File: config.mk
export PLATFORM = sky130hd
export DESIGN_NAME = multipurpose_pin_config_value
export DESIGN_NICKNAME = d
export VERILOG_FILES = /design/src/mpin_cfg_pkg.sv /design/src/multipurpose_pin_config_value.sv /design/src/pin_input_filter.sv
export SDC_FILE = /design/constraint.sdc
export NUM_CORES = 1
export LEC_CHECK = 0
export BUFFER_PORTS_ARGS = -buffer_cell sky130_fd_sc_hd__clkbuf_2
export CAP_MARGIN = 20
export CORE_UTILIZATION = 43
export CTS_BUF_LIST = sky130_fd_sc_hd__clkbuf_4
export DETAILED_ROUTE_END_ITERATION = 10
export PLACE_DENSITY_LB_ADDON = 0.12
export REMOVE_ABC_BUFFERS = 1
export SYNTH_ARGS = -nofsm -noshare
export SYNTH_HDL_FRONTEND = slang
export SYNTH_HIERARCHICAL = 1
export SYNTH_SLANG_ARGS = --single-unit
File: constraint.sdc
create_clock -name ref_clk -period 2.2 [get_ports ref_clk]
set_clock_uncertainty 0.05 [all_clocks]
set_input_delay 0.55 -clock ref_clk [delete_from_list [all_inputs] [get_ports ref_clk]]
set_output_delay 0.55 -clock ref_clk [all_outputs]
set_load 0.005 [all_outputs]
File: src/mpin_cfg_pkg.sv
// Constants and encodings shared by the multipurpose pin register logic
package mpin_cfg_pkg;

   // ==========================================================
   // Register addressing
   // ==========================================================
   localparam logic [7:0] PAGE_PIN_REGS        = 8'h00;
   localparam logic [7:0] ADDR_OUT_LEVELS      = 8'h29;
   localparam logic [7:0] ADDR_BIDIR_MONITOR   = 8'h2a;
   localparam logic [7:0] ADDR_IN_FUNCTION_A   = 8'h2b;
   localparam logic [7:0] ADDR_IN_FUNCTION_B   = 8'h2c;

   // ==========================================================
   // Reset values and writable-bit masks
   // ==========================================================
   localparam logic [7:0] RESET_OUT_LEVELS     = 8'h00;
   localparam logic [7:0] RESET_IN_FUNCTION    = 8'h00;
   localparam logic [7:0] RESET_BIDIR_MONITOR  = 8'h00;
   localparam logic [7:0] MASK_OUT_LEVELS      = 8'hf8;
   localparam logic [7:0] MASK_IN_FUNCTION     = 8'h77;
   localparam logic [7:0] READ_ZERO            = 8'h00;

   // ==========================================================
   // Field positions
   // ==========================================================
   localparam int BIT_BIDIR_LEVEL      = 7;
   localparam int BIT_OUT_PIN1_LEVEL   = 6;
   localparam int BIT_BIDIR_MONITOR    = 7;
   localparam int LSB_FUNC_HIGH        = 4;
   localparam int LSB_FUNC_LOW         = 0;
   localparam int FUNC_WIDTH           = 3;
   localparam int OUT_FUNC_WIDTH       = 4;
   localparam int NUM_IN_PINS          = 4;
   localparam int NUM_OUT_PINS         = 4;
   localparam int NUM_IN_FUNCS         = 8;

   // ==========================================================
   // Input pin function encoding
   // ==========================================================
   typedef enum logic [2:0] {
      IN_FUNC_OFF      = 3'h0,
      IN_FUNC_GENERAL  = 3'h1,
      IN_FUNC_CLOCK    = 3'h2,
      IN_FUNC_DAISY    = 3'h3,
      IN_FUNC_PDM12    = 3'h4,
      IN_FUNC_PDM34    = 3'h5,
      IN_FUNC_PDM56    = 3'h6,
      IN_FUNC_PDM78    = 3'h7
   } in_func_e;

   // ==========================================================
   // Output pin function encoding
   // ==========================================================
   typedef enum logic [3:0] {
      OUT_FUNC_OFF       = 4'h0,
      OUT_FUNC_GENERAL   = 4'h1,
      OUT_FUNC_IRQ       = 4'h2,
      OUT_FUNC_SERIAL2   = 4'h3,
      OUT_FUNC_PDM_CLOCK = 4'h4
   } out_func_e;

   // Bidirectional pin code meaning general input
   localparam logic [3:0] BIDIR_FUNC_INPUT = 4'h2;

endpackage : mpin_cfg_pkg

File: src/multipurpose_pin_config_value.sv
// Register bank and pin routing for the multipurpose pins
//
// Overview of operation
// - Bit 7 of output levels sets bidirectional pin level when it is general output.
// - Bits 6..3 set output-only pins one to four levels in general output mode.
// - Output levels register at 0x29 page 0, resets zero, bits 2..0 read zero.
// - Register 0x2A bit 7 reports sampled bidirectional pin; other bits read zero.
// - Pin one field bits 6..4 at 0x2B: off, general input, clock input.
// - Function code 3 routes the pin as daisy-chain serial data input.
// - Codes 4 to 7 route the pin as PDM data for pairs 12..78.
// - Pin two field in bits 2..0 of 0x2B; bits 7 and 3 read zero.
// - Register 0x2C resets zero, holds pin three and pin four fields.
// - Pin three and four fields use the same eight-value encoding.
// - Output level reaches its pin only when the output function is 1.
`timescale 1ns/1ps
`default_nettype none
module multipurpose_pin_config_value
   import mpin_cfg_pkg::*;
(
   input  wire logic        ref_clk,
   input  wire logic        reset_n,
   // Control port register access
   input  wire logic [7:0]  regPage,
   input  wire logic [7:0]  regAddr,
   input  wire logic        regWrite,
   input  wire logic [7:0]  regWrData,
   input  wire logic        regRead,
   output var  logic [7:0]  regRdData,
   output var  logic        regHit,
   // Output function selections held elsewhere
   input  wire logic [3:0]  bidirPinFunction,
   input  wire logic [3:0]  outPin1Function,
   input  wire logic [3:0]  outPin2Function,
   input  wire logic [3:0]  outPin3Function,
   input  wire logic [3:0]  outPin4Function,
   // Alternate sources for output-only pins
   input  wire logic        irqLevel,
   input  wire logic        serialAudio2Out,
   input  wire logic        pdmClockOut,
   // Bidirectional pin
   input  wire logic        bidirPinIn,
   output var  logic        bidirPinOut,
   output var  logic        bidirPinOutEn_n,
   // Output-only pins, index 0 is pin one
   output var  logic [3:0]  outPinLevel,
   output var  logic [3:0]  outPinOutEn_n,
   // Input-capable pins, index 0 is pin one
   input  wire logic [3:0]  inPinRaw,
   output var  logic [3:0]  generalInputLevel,
   output var  logic        controllerClockIn,
   output var  logic        daisyChainDataInput,
   output var  logic        pdmPair12Data,
   output var  logic        pdmPair34Data,
   output var  logic        pdmPair56Data,
   output var  logic        pdmPair78Data,
   output var  logic        routeConflict
);

   // ==========================================================
   // Register storage
   // ==========================================================
   logic [7:0] pinOutputLevels;
   logic [7:0] inputPinFunctionA;
   logic [7:0] inputPinFunctionB;
   logic       bidirPinSampledLevel;

   // ==========================================================
   // Address decode
   // ==========================================================
   logic       pageHit;
   logic       hitOutLevels;
   logic       hitMonitor;
   logic       hitFunctionA;
   logic       hitFunctionB;
   logic       anyHit;
   logic       wrOutLevels;
   logic       wrFunctionA;
   logic       wrFunctionB;

   // Registers answer only on page zero at their addresses
   assign pageHit      = (regPage == PAGE_PIN_REGS);
   assign hitOutLevels = pageHit && (regAddr == ADDR_OUT_LEVELS);
   assign hitMonitor   = pageHit && (regAddr == ADDR_BIDIR_MONITOR);
   assign hitFunctionA = pageHit && (regAddr == ADDR_IN_FUNCTION_A);
   assign hitFunctionB = pageHit && (regAddr == ADDR_IN_FUNCTION_B);
   assign anyHit       = hitOutLevels || hitMonitor || hitFunctionA || hitFunctionB;

   // Write strobes; the monitor register is read-only
   assign wrOutLevels  = regWrite && hitOutLevels;
   assign wrFunctionA  = regWrite && hitFunctionA;
   assign wrFunctionB  = regWrite && hitFunctionB;

   // ==========================================================
   // Register next values with reserved bits held at zero
   // ==========================================================
   logic [7:0] next_pinOutputLevels;
   logic [7:0] next_inputPinFunctionA;
   logic [7:0] next_inputPinFunctionB;

   // Reserved bits 2..0 are masked off on every write
   assign next_pinOutputLevels = wrOutLevels
                                ? (regWrData & MASK_OUT_LEVELS)
                                : pinOutputLevels;
   // Bits 7 and 3 of both function registers stay zero
   assign next_inputPinFunctionA = wrFunctionA
                                  ? (regWrData & MASK_IN_FUNCTION)
                                  : inputPinFunctionA;
   assign next_inputPinFunctionB = wrFunctionB
                                  ? (regWrData & MASK_IN_FUNCTION)
                                  : inputPinFunctionB;

   // Writable registers
   always_ff @(posedge ref_clk)
   begin
      if (!reset_n)
      begin
         pinOutputLevels   <= RESET_OUT_LEVELS;
         inputPinFunctionA <= RESET_IN_FUNCTION;
         inputPinFunctionB <= RESET_IN_FUNCTION;
      end
      else
      begin
         pinOutputLevels   <= next_pinOutputLevels;
         inputPinFunctionA <= next_inputPinFunctionA;
         inputPinFunctionB <= next_inputPinFunctionB;
      end
   end

   // ==========================================================
   // Read path
   // ==========================================================
   logic [7:0] monitorWord;
   logic [7:0] readSelect;
   logic [7:0] next_regRdData;

   // Only bit 7 of the monitor word carries state
   assign monitorWord = {bidirPinSampledLevel, 7'h00};

   // Unmapped addresses and other pages read zero
   assign readSelect = hitOutLevels ? pinOutputLevels
                     : hitMonitor   ? monitorWord
                     : hitFunctionA ? inputPinFunctionA
                     : hitFunctionB ? inputPinFunctionB
                     : READ_ZERO;
   assign next_regRdData = regRead ? readSelect : regRdData;

   // Read data and hit flag, one cycle after the strobe
   always_ff @(posedge ref_clk)
   begin
      if (!reset_n)
      begin
         regRdData <= READ_ZERO;
         regHit    <= 1'b0;
      end
      else
      begin
         regRdData <= next_regRdData;
         regHit    <= (regRead || regWrite) && anyHit;
      end
   end

   // ==========================================================
   // Bidirectional pin
   // ==========================================================
   logic bidirPinClean;
   logic bidirIsOutput;
   logic bidirIsInput;
   logic next_bidirSampled;

   // Three stages protect the monitor bit from metastability
   pin_input_filter #(
      .WIDTH    (1)
   ) u_bidirFilter (
      .ref_clk  (ref_clk),
      .reset_n  (reset_n),
      .pinRaw   (bidirPinIn),
      .pinClean (bidirPinClean)
   );

   assign bidirIsOutput = (bidirPinFunction == OUT_FUNC_GENERAL);
   assign bidirIsInput  = (bidirPinFunction == BIDIR_FUNC_INPUT);
   // Monitor follows the pin only while it is a general input
   assign next_bidirSampled = bidirIsInput ? bidirPinClean
                                           : bidirPinSampledLevel;

   // Monitor bit and bidirectional pin drive
   always_ff @(posedge ref_clk)
   begin
      if (!reset_n)
      begin
         bidirPinSampledLevel <= RESET_BIDIR_MONITOR[BIT_BIDIR_MONITOR];
         bidirPinOut          <= 1'b0;
         bidirPinOutEn_n      <= 1'b1;
      end
      else
      begin
         bidirPinSampledLevel <= next_bidirSampled;
         bidirPinOut          <= pinOutputLevels[BIT_BIDIR_LEVEL];
         bidirPinOutEn_n      <= !bidirIsOutput;
      end
   end

   // ==========================================================
   // Output-only pins
   // ==========================================================
   logic [3:0] outFunc [NUM_OUT_PINS];
   logic [3:0] next_outPinLevel;
   logic [3:0] next_outPinOutEn_n;

   assign outFunc[0] = outPin1Function;
   assign outFunc[1] = outPin2Function;
   assign outFunc[2] = outPin3Function;
   assign outFunc[3] = outPin4Function;

   // Per-pin source select; level bits run from bit 6 down
   genvar op;
   generate
      for (op = 0; op < NUM_OUT_PINS; op++)
      begin : g_outPin
         logic levelBit;
         logic isGeneral;
         logic isIrq;
         logic isSerial;
         logic isPdmClk;
         assign levelBit  = pinOutputLevels[BIT_OUT_PIN1_LEVEL - op];
         assign isGeneral = (outFunc[op] == OUT_FUNC_GENERAL);
         assign isIrq     = (outFunc[op] == OUT_FUNC_IRQ);
         assign isSerial  = (outFunc[op] == OUT_FUNC_SERIAL2);
         assign isPdmClk  = (outFunc[op] == OUT_FUNC_PDM_CLOCK);
         assign next_outPinLevel[op] = (isGeneral && levelBit)
                                     | (isIrq && irqLevel)
                                     | (isSerial && serialAudio2Out)
                                     | (isPdmClk && pdmClockOut);
         // Disabled and reserved codes leave the pin undriven
         assign next_outPinOutEn_n[op] = !(isGeneral || isIrq || isSerial || isPdmClk);
      end
   endgenerate

   // Registered output-only pin drive
   always_ff @(posedge ref_clk)
   begin
      if (!reset_n)
      begin
         outPinLevel   <= '0;
         outPinOutEn_n <= '1;
      end
      else
      begin
         outPinLevel   <= next_outPinLevel;
         outPinOutEn_n <= next_outPinOutEn_n;
      end
   end

   // ==========================================================
   // Input-capable pins
   // ==========================================================
   logic [3:0] inPinClean;
   logic [2:0] inFunc [NUM_IN_PINS];
   logic [NUM_IN_PINS-1:0] funcSel [NUM_IN_FUNCS];

   pin_input_filter #(
      .WIDTH    (NUM_IN_PINS)
   ) u_inFilter (
      .ref_clk  (ref_clk),
      .reset_n  (reset_n),
      .pinRaw   (inPinRaw),
      .pinClean (inPinClean)
   );

   // Field extraction; all four pins share one encoding
   assign inFunc[0] = inputPinFunctionA[LSB_FUNC_HIGH +: FUNC_WIDTH];
   assign inFunc[1] = inputPinFunctionA[LSB_FUNC_LOW +: FUNC_WIDTH];
   assign inFunc[2] = inputPinFunctionB[LSB_FUNC_HIGH +: FUNC_WIDTH];
   assign inFunc[3] = inputPinFunctionB[LSB_FUNC_LOW +: FUNC_WIDTH];

   // One-hot decode of each pin's function code
   genvar fp;
   genvar fc;
   generate
      for (fc = 0; fc < NUM_IN_FUNCS; fc++)
      begin : g_func
         for (fp = 0; fp < NUM_IN_PINS; fp++)
         begin : g_pin
            assign funcSel[fc][fp] = (inFunc[fp] == 3'(fc));
         end
      end
   endgenerate

   // Lowest-numbered pin wins when several select the same role
   function automatic logic pickFirst(
      input logic [NUM_IN_PINS-1:0] sel,
      input logic [NUM_IN_PINS-1:0] data
   );
      logic found;
      logic value;
      found = 1'b0;
      value = 1'b0;
      for (int i = 0; i < NUM_IN_PINS; i++)
      begin
         if (sel[i] && !found)
         begin
            found = 1'b1;
            value = data[i];
         end
      end
      return value;
   endfunction : pickFirst

   // More than one pin claiming one routed role
   function automatic logic multiSel(
      input logic [NUM_IN_PINS-1:0] sel
   );
      return (sel & (sel - 4'h1)) != 4'h0;
   endfunction : multiSel

   logic [3:0] next_generalInput;
   logic       next_clockIn;
   logic       next_daisyIn;
   logic       next_pdm12;
   logic       next_pdm34;
   logic       next_pdm56;
   logic       next_pdm78;
   logic       next_conflict;

   // Routing of filtered pin levels to their selected consumers
   assign next_generalInput = inPinClean & funcSel[IN_FUNC_GENERAL];
   assign next_clockIn = pickFirst(funcSel[IN_FUNC_CLOCK], inPinClean);
   assign next_daisyIn = pickFirst(funcSel[IN_FUNC_DAISY], inPinClean);
   assign next_pdm12   = pickFirst(funcSel[IN_FUNC_PDM12], inPinClean);
   assign next_pdm34   = pickFirst(funcSel[IN_FUNC_PDM34], inPinClean);
   assign next_pdm56   = pickFirst(funcSel[IN_FUNC_PDM56], inPinClean);
   assign next_pdm78   = pickFirst(funcSel[IN_FUNC_PDM78], inPinClean);
   assign next_conflict = multiSel(funcSel[IN_FUNC_CLOCK])
                        | multiSel(funcSel[IN_FUNC_DAISY])
                        | multiSel(funcSel[IN_FUNC_PDM12])
                        | multiSel(funcSel[IN_FUNC_PDM34])
                        | multiSel(funcSel[IN_FUNC_PDM56])
                        | multiSel(funcSel[IN_FUNC_PDM78]);

   // Registered routed inputs
   always_ff @(posedge ref_clk)
   begin
      if (!reset_n)
      begin
         generalInputLevel   <= '0;
         controllerClockIn   <= 1'b0;
         daisyChainDataInput <= 1'b0;
         pdmPair12Data       <= 1'b0;
         pdmPair34Data       <= 1'b0;
         pdmPair56Data       <= 1'b0;
         pdmPair78Data       <= 1'b0;
         routeConflict       <= 1'b0;
      end
      else
      begin
         generalInputLevel   <= next_generalInput;
         controllerClockIn   <= next_clockIn;
         daisyChainDataInput <= next_daisyIn;
         pdmPair12Data       <= next_pdm12;
         pdmPair34Data       <= next_pdm34;
         pdmPair56Data       <= next_pdm56;
         pdmPair78Data       <= next_pdm78;
         routeConflict       <= next_conflict;
      end
   end

endmodule : multipurpose_pin_config_value
`default_nettype wire

File: src/pin_input_filter.sv
// Three-stage pin synchroniser with agreement filter
`timescale 1ns/1ps
`default_nettype none
module pin_input_filter
   import mpin_cfg_pkg::*;
#(
   parameter int WIDTH = 1
)(
   input  wire logic             ref_clk,
   input  wire logic             reset_n,
   input  wire logic [WIDTH-1:0] pinRaw,
   output var  logic [WIDTH-1:0] pinClean
);

   // ==========================================================
   // Synchroniser stages
   // ==========================================================
   logic [WIDTH-1:0] stageOne;
   logic [WIDTH-1:0] stageTwo;
   logic [WIDTH-1:0] stageThree;
   logic [WIDTH-1:0] next_pinClean;

   // A change is taken once the second and third stages agree
   assign next_pinClean = (stageTwo == stageThree) ? stageThree : pinClean;

   // Stage one is read only by stage two
   always_ff @(posedge ref_clk)
   begin
      if (!reset_n)
      begin
         stageOne   <= '0;
         stageTwo   <= '0;
         stageThree <= '0;
         pinClean   <= '0;
      end
      else
      begin
         stageOne   <= pinRaw;
         stageTwo   <= stageOne;
         stageThree <= stageTwo;
         pinClean   <= next_pinClean;
      end
   end

endmodule : pin_input_filter
`default_nettype wire

==> results.md <==
- Share of post-route cells with drive strength above 1: 0.286
- Minimum clock period: 1800 ps
- TritonCTS clock tree: done
- Nets: 495
- Synth Register Bits: 68
- Sum of overflow across all layers after global routing: 0
- Launch instance of the worst min-delay path: outPin4Function[3]
- Data arrival at the endpoint of the critical path: 2080 ps
- Synthesized-area fraction occupied by xor and xnor cells: 0.0155
- Top sig layer: met4
- H-tree lvl count: 3
- Post-CTS Repair Setup Buffers: 0
- Maximum fanout along the worst path: 11
- Number of global-route vias before repair: 2,606
- Count of antenna diodes in the layout: 0
- Smallest setup slack after layout: 397 ps
- Most frequent cells after synthesis: sky130_fd_sc_hd__dfxtp_1, sky130_fd_sc_hd__mux2i_1, sky130_fd_sc_hd__nand2_1
- Setup TNS: 0 ps
- Placed Instance Area: 0.00384 mm²
- Drt drc: 0
- Count of standard-cell rows: 32
- Die Outline Area: 0.00827 mm²
- Setup slack of the worst register-to-register path: 400 ps
- Relative max-transition margin: 0.695
- Cell depth of the worst min-delay path: 2
- Post-synthesis area per instance: 9.55 µm²
- Number of distinct library cells after synthesis: 60
- Effective utilization at floorplan: 0.442
- End of the worst register-to-register path: routeConflict
- Data required, critical path: 2480 ps
- WL/cell: 13.5 µm
- Final Slew Violations: 0
- Total of endpoints with negative setup slack in the final report: 0
- Routed vias/inst: 5.16
- Number of DRC markers in iteration 0: 162
- Total count of hold-check failures in the final report: 0
- Top-area cell type share of the netlist area: 0.400
- Worst reg-to-reg path cell count: 5
- Most common cell in the synthesized netlist: sky130_fd_sc_hd__dfxtp_1
- Largest net degree at the start of global routing: 30
- Simple-gate share of the synthesized area: 0.302
- Sequential element share of the synthesized area: 0.400
- Met3 wire length: 382 µm
- Mux cell area share after synthesis: 0.112
- Hold path endpoint: outPinLevel[3]
- Die H: 90.9 µm
- Post-synthesis adder-cell area fraction: 0
- Reg-to-reg startpoint: inputPinFunctionA[4]
- Global-route total usage across every layer: 0.189
- Area of the core: 0.00769 mm²
- Slew at the pin closest to its max-slew limit: 457 ps
- IR Drop Worst-Case VDD: 0.000427 V
- Static power due to leakage: 1.79 nW
- Number of flops mapped to enable cells by yosys: 0
- Area fraction in compound gates after synthesis: 0.116
- Worst Path Class, Setup: reg2reg
- Post-synthesis instance total: 356
- Cell at the root of the clock tree: sky130_fd_sc_hd__clkbuf_4
- First-pass GRT wire length: 12.4 mm
- Achievable Freq: 0.555 GHz
- Footprint of the multi-input gates: 0.00186 mm²
- Most common flop cell mapped by yosys: sky130_fd_sc_hd__dfxtp_1
- Met1 wire length: 3.53 mm
- Clk sink count: 68
- Overall via count from detail_route: 2,820
- Post-cts resize count: 0
- Total power consumption of the routed design: 2.29 mW
- Final worst-path cycle share: 0.820
- Count of antenna-violating nets left after detailed routing: 0
- Post-DP HPWL: 5.41 mm
- Weighted congestion at the end of routability-driven global placement: 0.826
- Number of top-level design ports: 86
- Largest family of logic cells by synthesized area: simple AND/OR/NAND/NOR gates
- Cells taking the most area after synthesis: sky130_fd_sc_hd__dfxtp_1, sky130_fd_sc_hd__mux2i_1, sky130_fd_sc_hd__nor2b_1, sky130_fd_sc_hd__and2_1, sky130_fd_sc_hd__nand2_1
- Nature of the critical path startpoint: flip-flop
- Placement Setup Slack: 122 ps
- Width of the die: 90.9 µm
- Detail Route met2 WL: 3.33 mm
- Result of the run: complete, no violations
- Ratio of total power to cell area: 574 mW/mm²
- Pre-Repair DR Iteration Count: 6
- Worst min-delay path category: in2reg
- Clock Pin Slew Worst Setup and Hold Paths: 120 ps
- Nature of the critical path endpoint: flip-flop
- Total wire length after detailed routing: 7.35 mm
- Count of buffers inserted at the top-level ports: 85
- CTS Hold Bufs: 0
- RSZ-0062 raised after global routing: no
- Number of CTS-inserted buffers: 9
- Sequential cell area in the final layout: 0.00136 mm²
- Mapped cell area: 0.00340 mm²
- Number of filler instances in the final layout: 764
- Initial antenna violation count: 0
- Library cell with the largest summed area after synthesis: sky130_fd_sc_hd__dfxtp_1
- Post-synth ARST share: 0
- P&R area growth vs syn: 17.1%
- Insertion delay to the later sink of the worst-skew pair: 430 ps
- Yosys warning count: 6
- Reported max-cap violation count: 0
- Area of all placed cells without fillers: 0.00398 mm²
- Buffers from clock root to sink, at most: 2
where the power goes:
group          internal [mW]  switching (mW)
registers               1.25         0.00841
logic                 0.0888          0.0884
clock network          0.351           0.500
total                   1.69           0.597
stage by stage:
| step | std cells | hold WS [ps] | util |
|---|---|---|---|
| after global placement | 530 | 365 | 0.500 |
| final | 546 | 222 | 0.518 |
| after global routing | 546 | 201 | 0.518 |
| after floorplan | 336 | 362 | - |
| after CTS | 546 | 211 | 0.518 |
| after detailed placement | 530 | 370 | 0.500 |
state kept, by name, indices dropped and copies added, names as in the netlist, 4 cells and up:
name	count
regRdData	8
inputPinFunctionA	6
u_inFilter/stageTwo	4
u_inFilter/stageOne	4
outPinLevel	4
inputPinFunctionB	6
u_inFilter/stageThree	4
pinOutputLevels	5
u_inFilter/pinClean	4
generalInputLevel	4
outPinOutEn_n	4
layout by cell type, fill, tap and decap left out, drive strengths merged, types with 7 or more instances in the layout:
cell    instances
dfxtp          68
o21ai          10
inv             7
nor2b          23
mux2i          37
nand2          28
nand3b         14
clkbuf         94
a21oi          14
and2           24
buf             7
nor2           22
nand3          10
logic make-up after synthesis:
logic type                after synthesis
muxes                                  38
AOI/OAI and AO/OA                      54
and+or+nand+nor                       165
xor gates and xnor gates                6
buffers and inverters                  25
DFF                                    68
how the worst max path moves through the flow:
stage	startpoint	to	slack, ps	depth (start not counted)
finish	inputPinFunctionA[4]	routeConflict	400	5
global route	inputPinFunctionA[4]	routeConflict	280	5
CTS	inputPinFunctionA[2]	routeConflict	400	5
detailed placement	regPage[7]	inputPinFunctionA[5]	120	7
global placement	regPage[7]	inputPinFunctionA[0]	220	7
floorplan	regPage[7]	pinOutputLevels[3]	280	5
per-layer routing:
metal | vias to the layer above | track usage
li1 | 1433 | -
met1 | 1307 | 0.241
met2 | 70 | 0.306
met3 | 10 | 0.0561
met4 | 0 | 0.0635
met5 | - | 0
critical path: stages, from the launching register on:
cell and delay, ps:
sky130_fd_sc_hd__dfxtp_1 590, sky130_fd_sc_hd__or3b_1 260, sky130_fd_sc_hd__nand3_2 120, sky130_fd_sc_hd__a221oi_2 300, sky130_fd_sc_hd__a31oi_1 70, sky130_fd_sc_hd__o41a_1 320
layout make-up:
class | instances | share of cell area
multi-input combinational | 263 | 0.466
sequential | 68 | 0.342
clock inverter | 7 | 0.0188
clock buffer | 9 | 0.0170
tap | 102 | 0.0320
timing repair buffer | 92 | 0.120
inverter | 5 | 0.00471
Power figures use the tool's default switching activity.
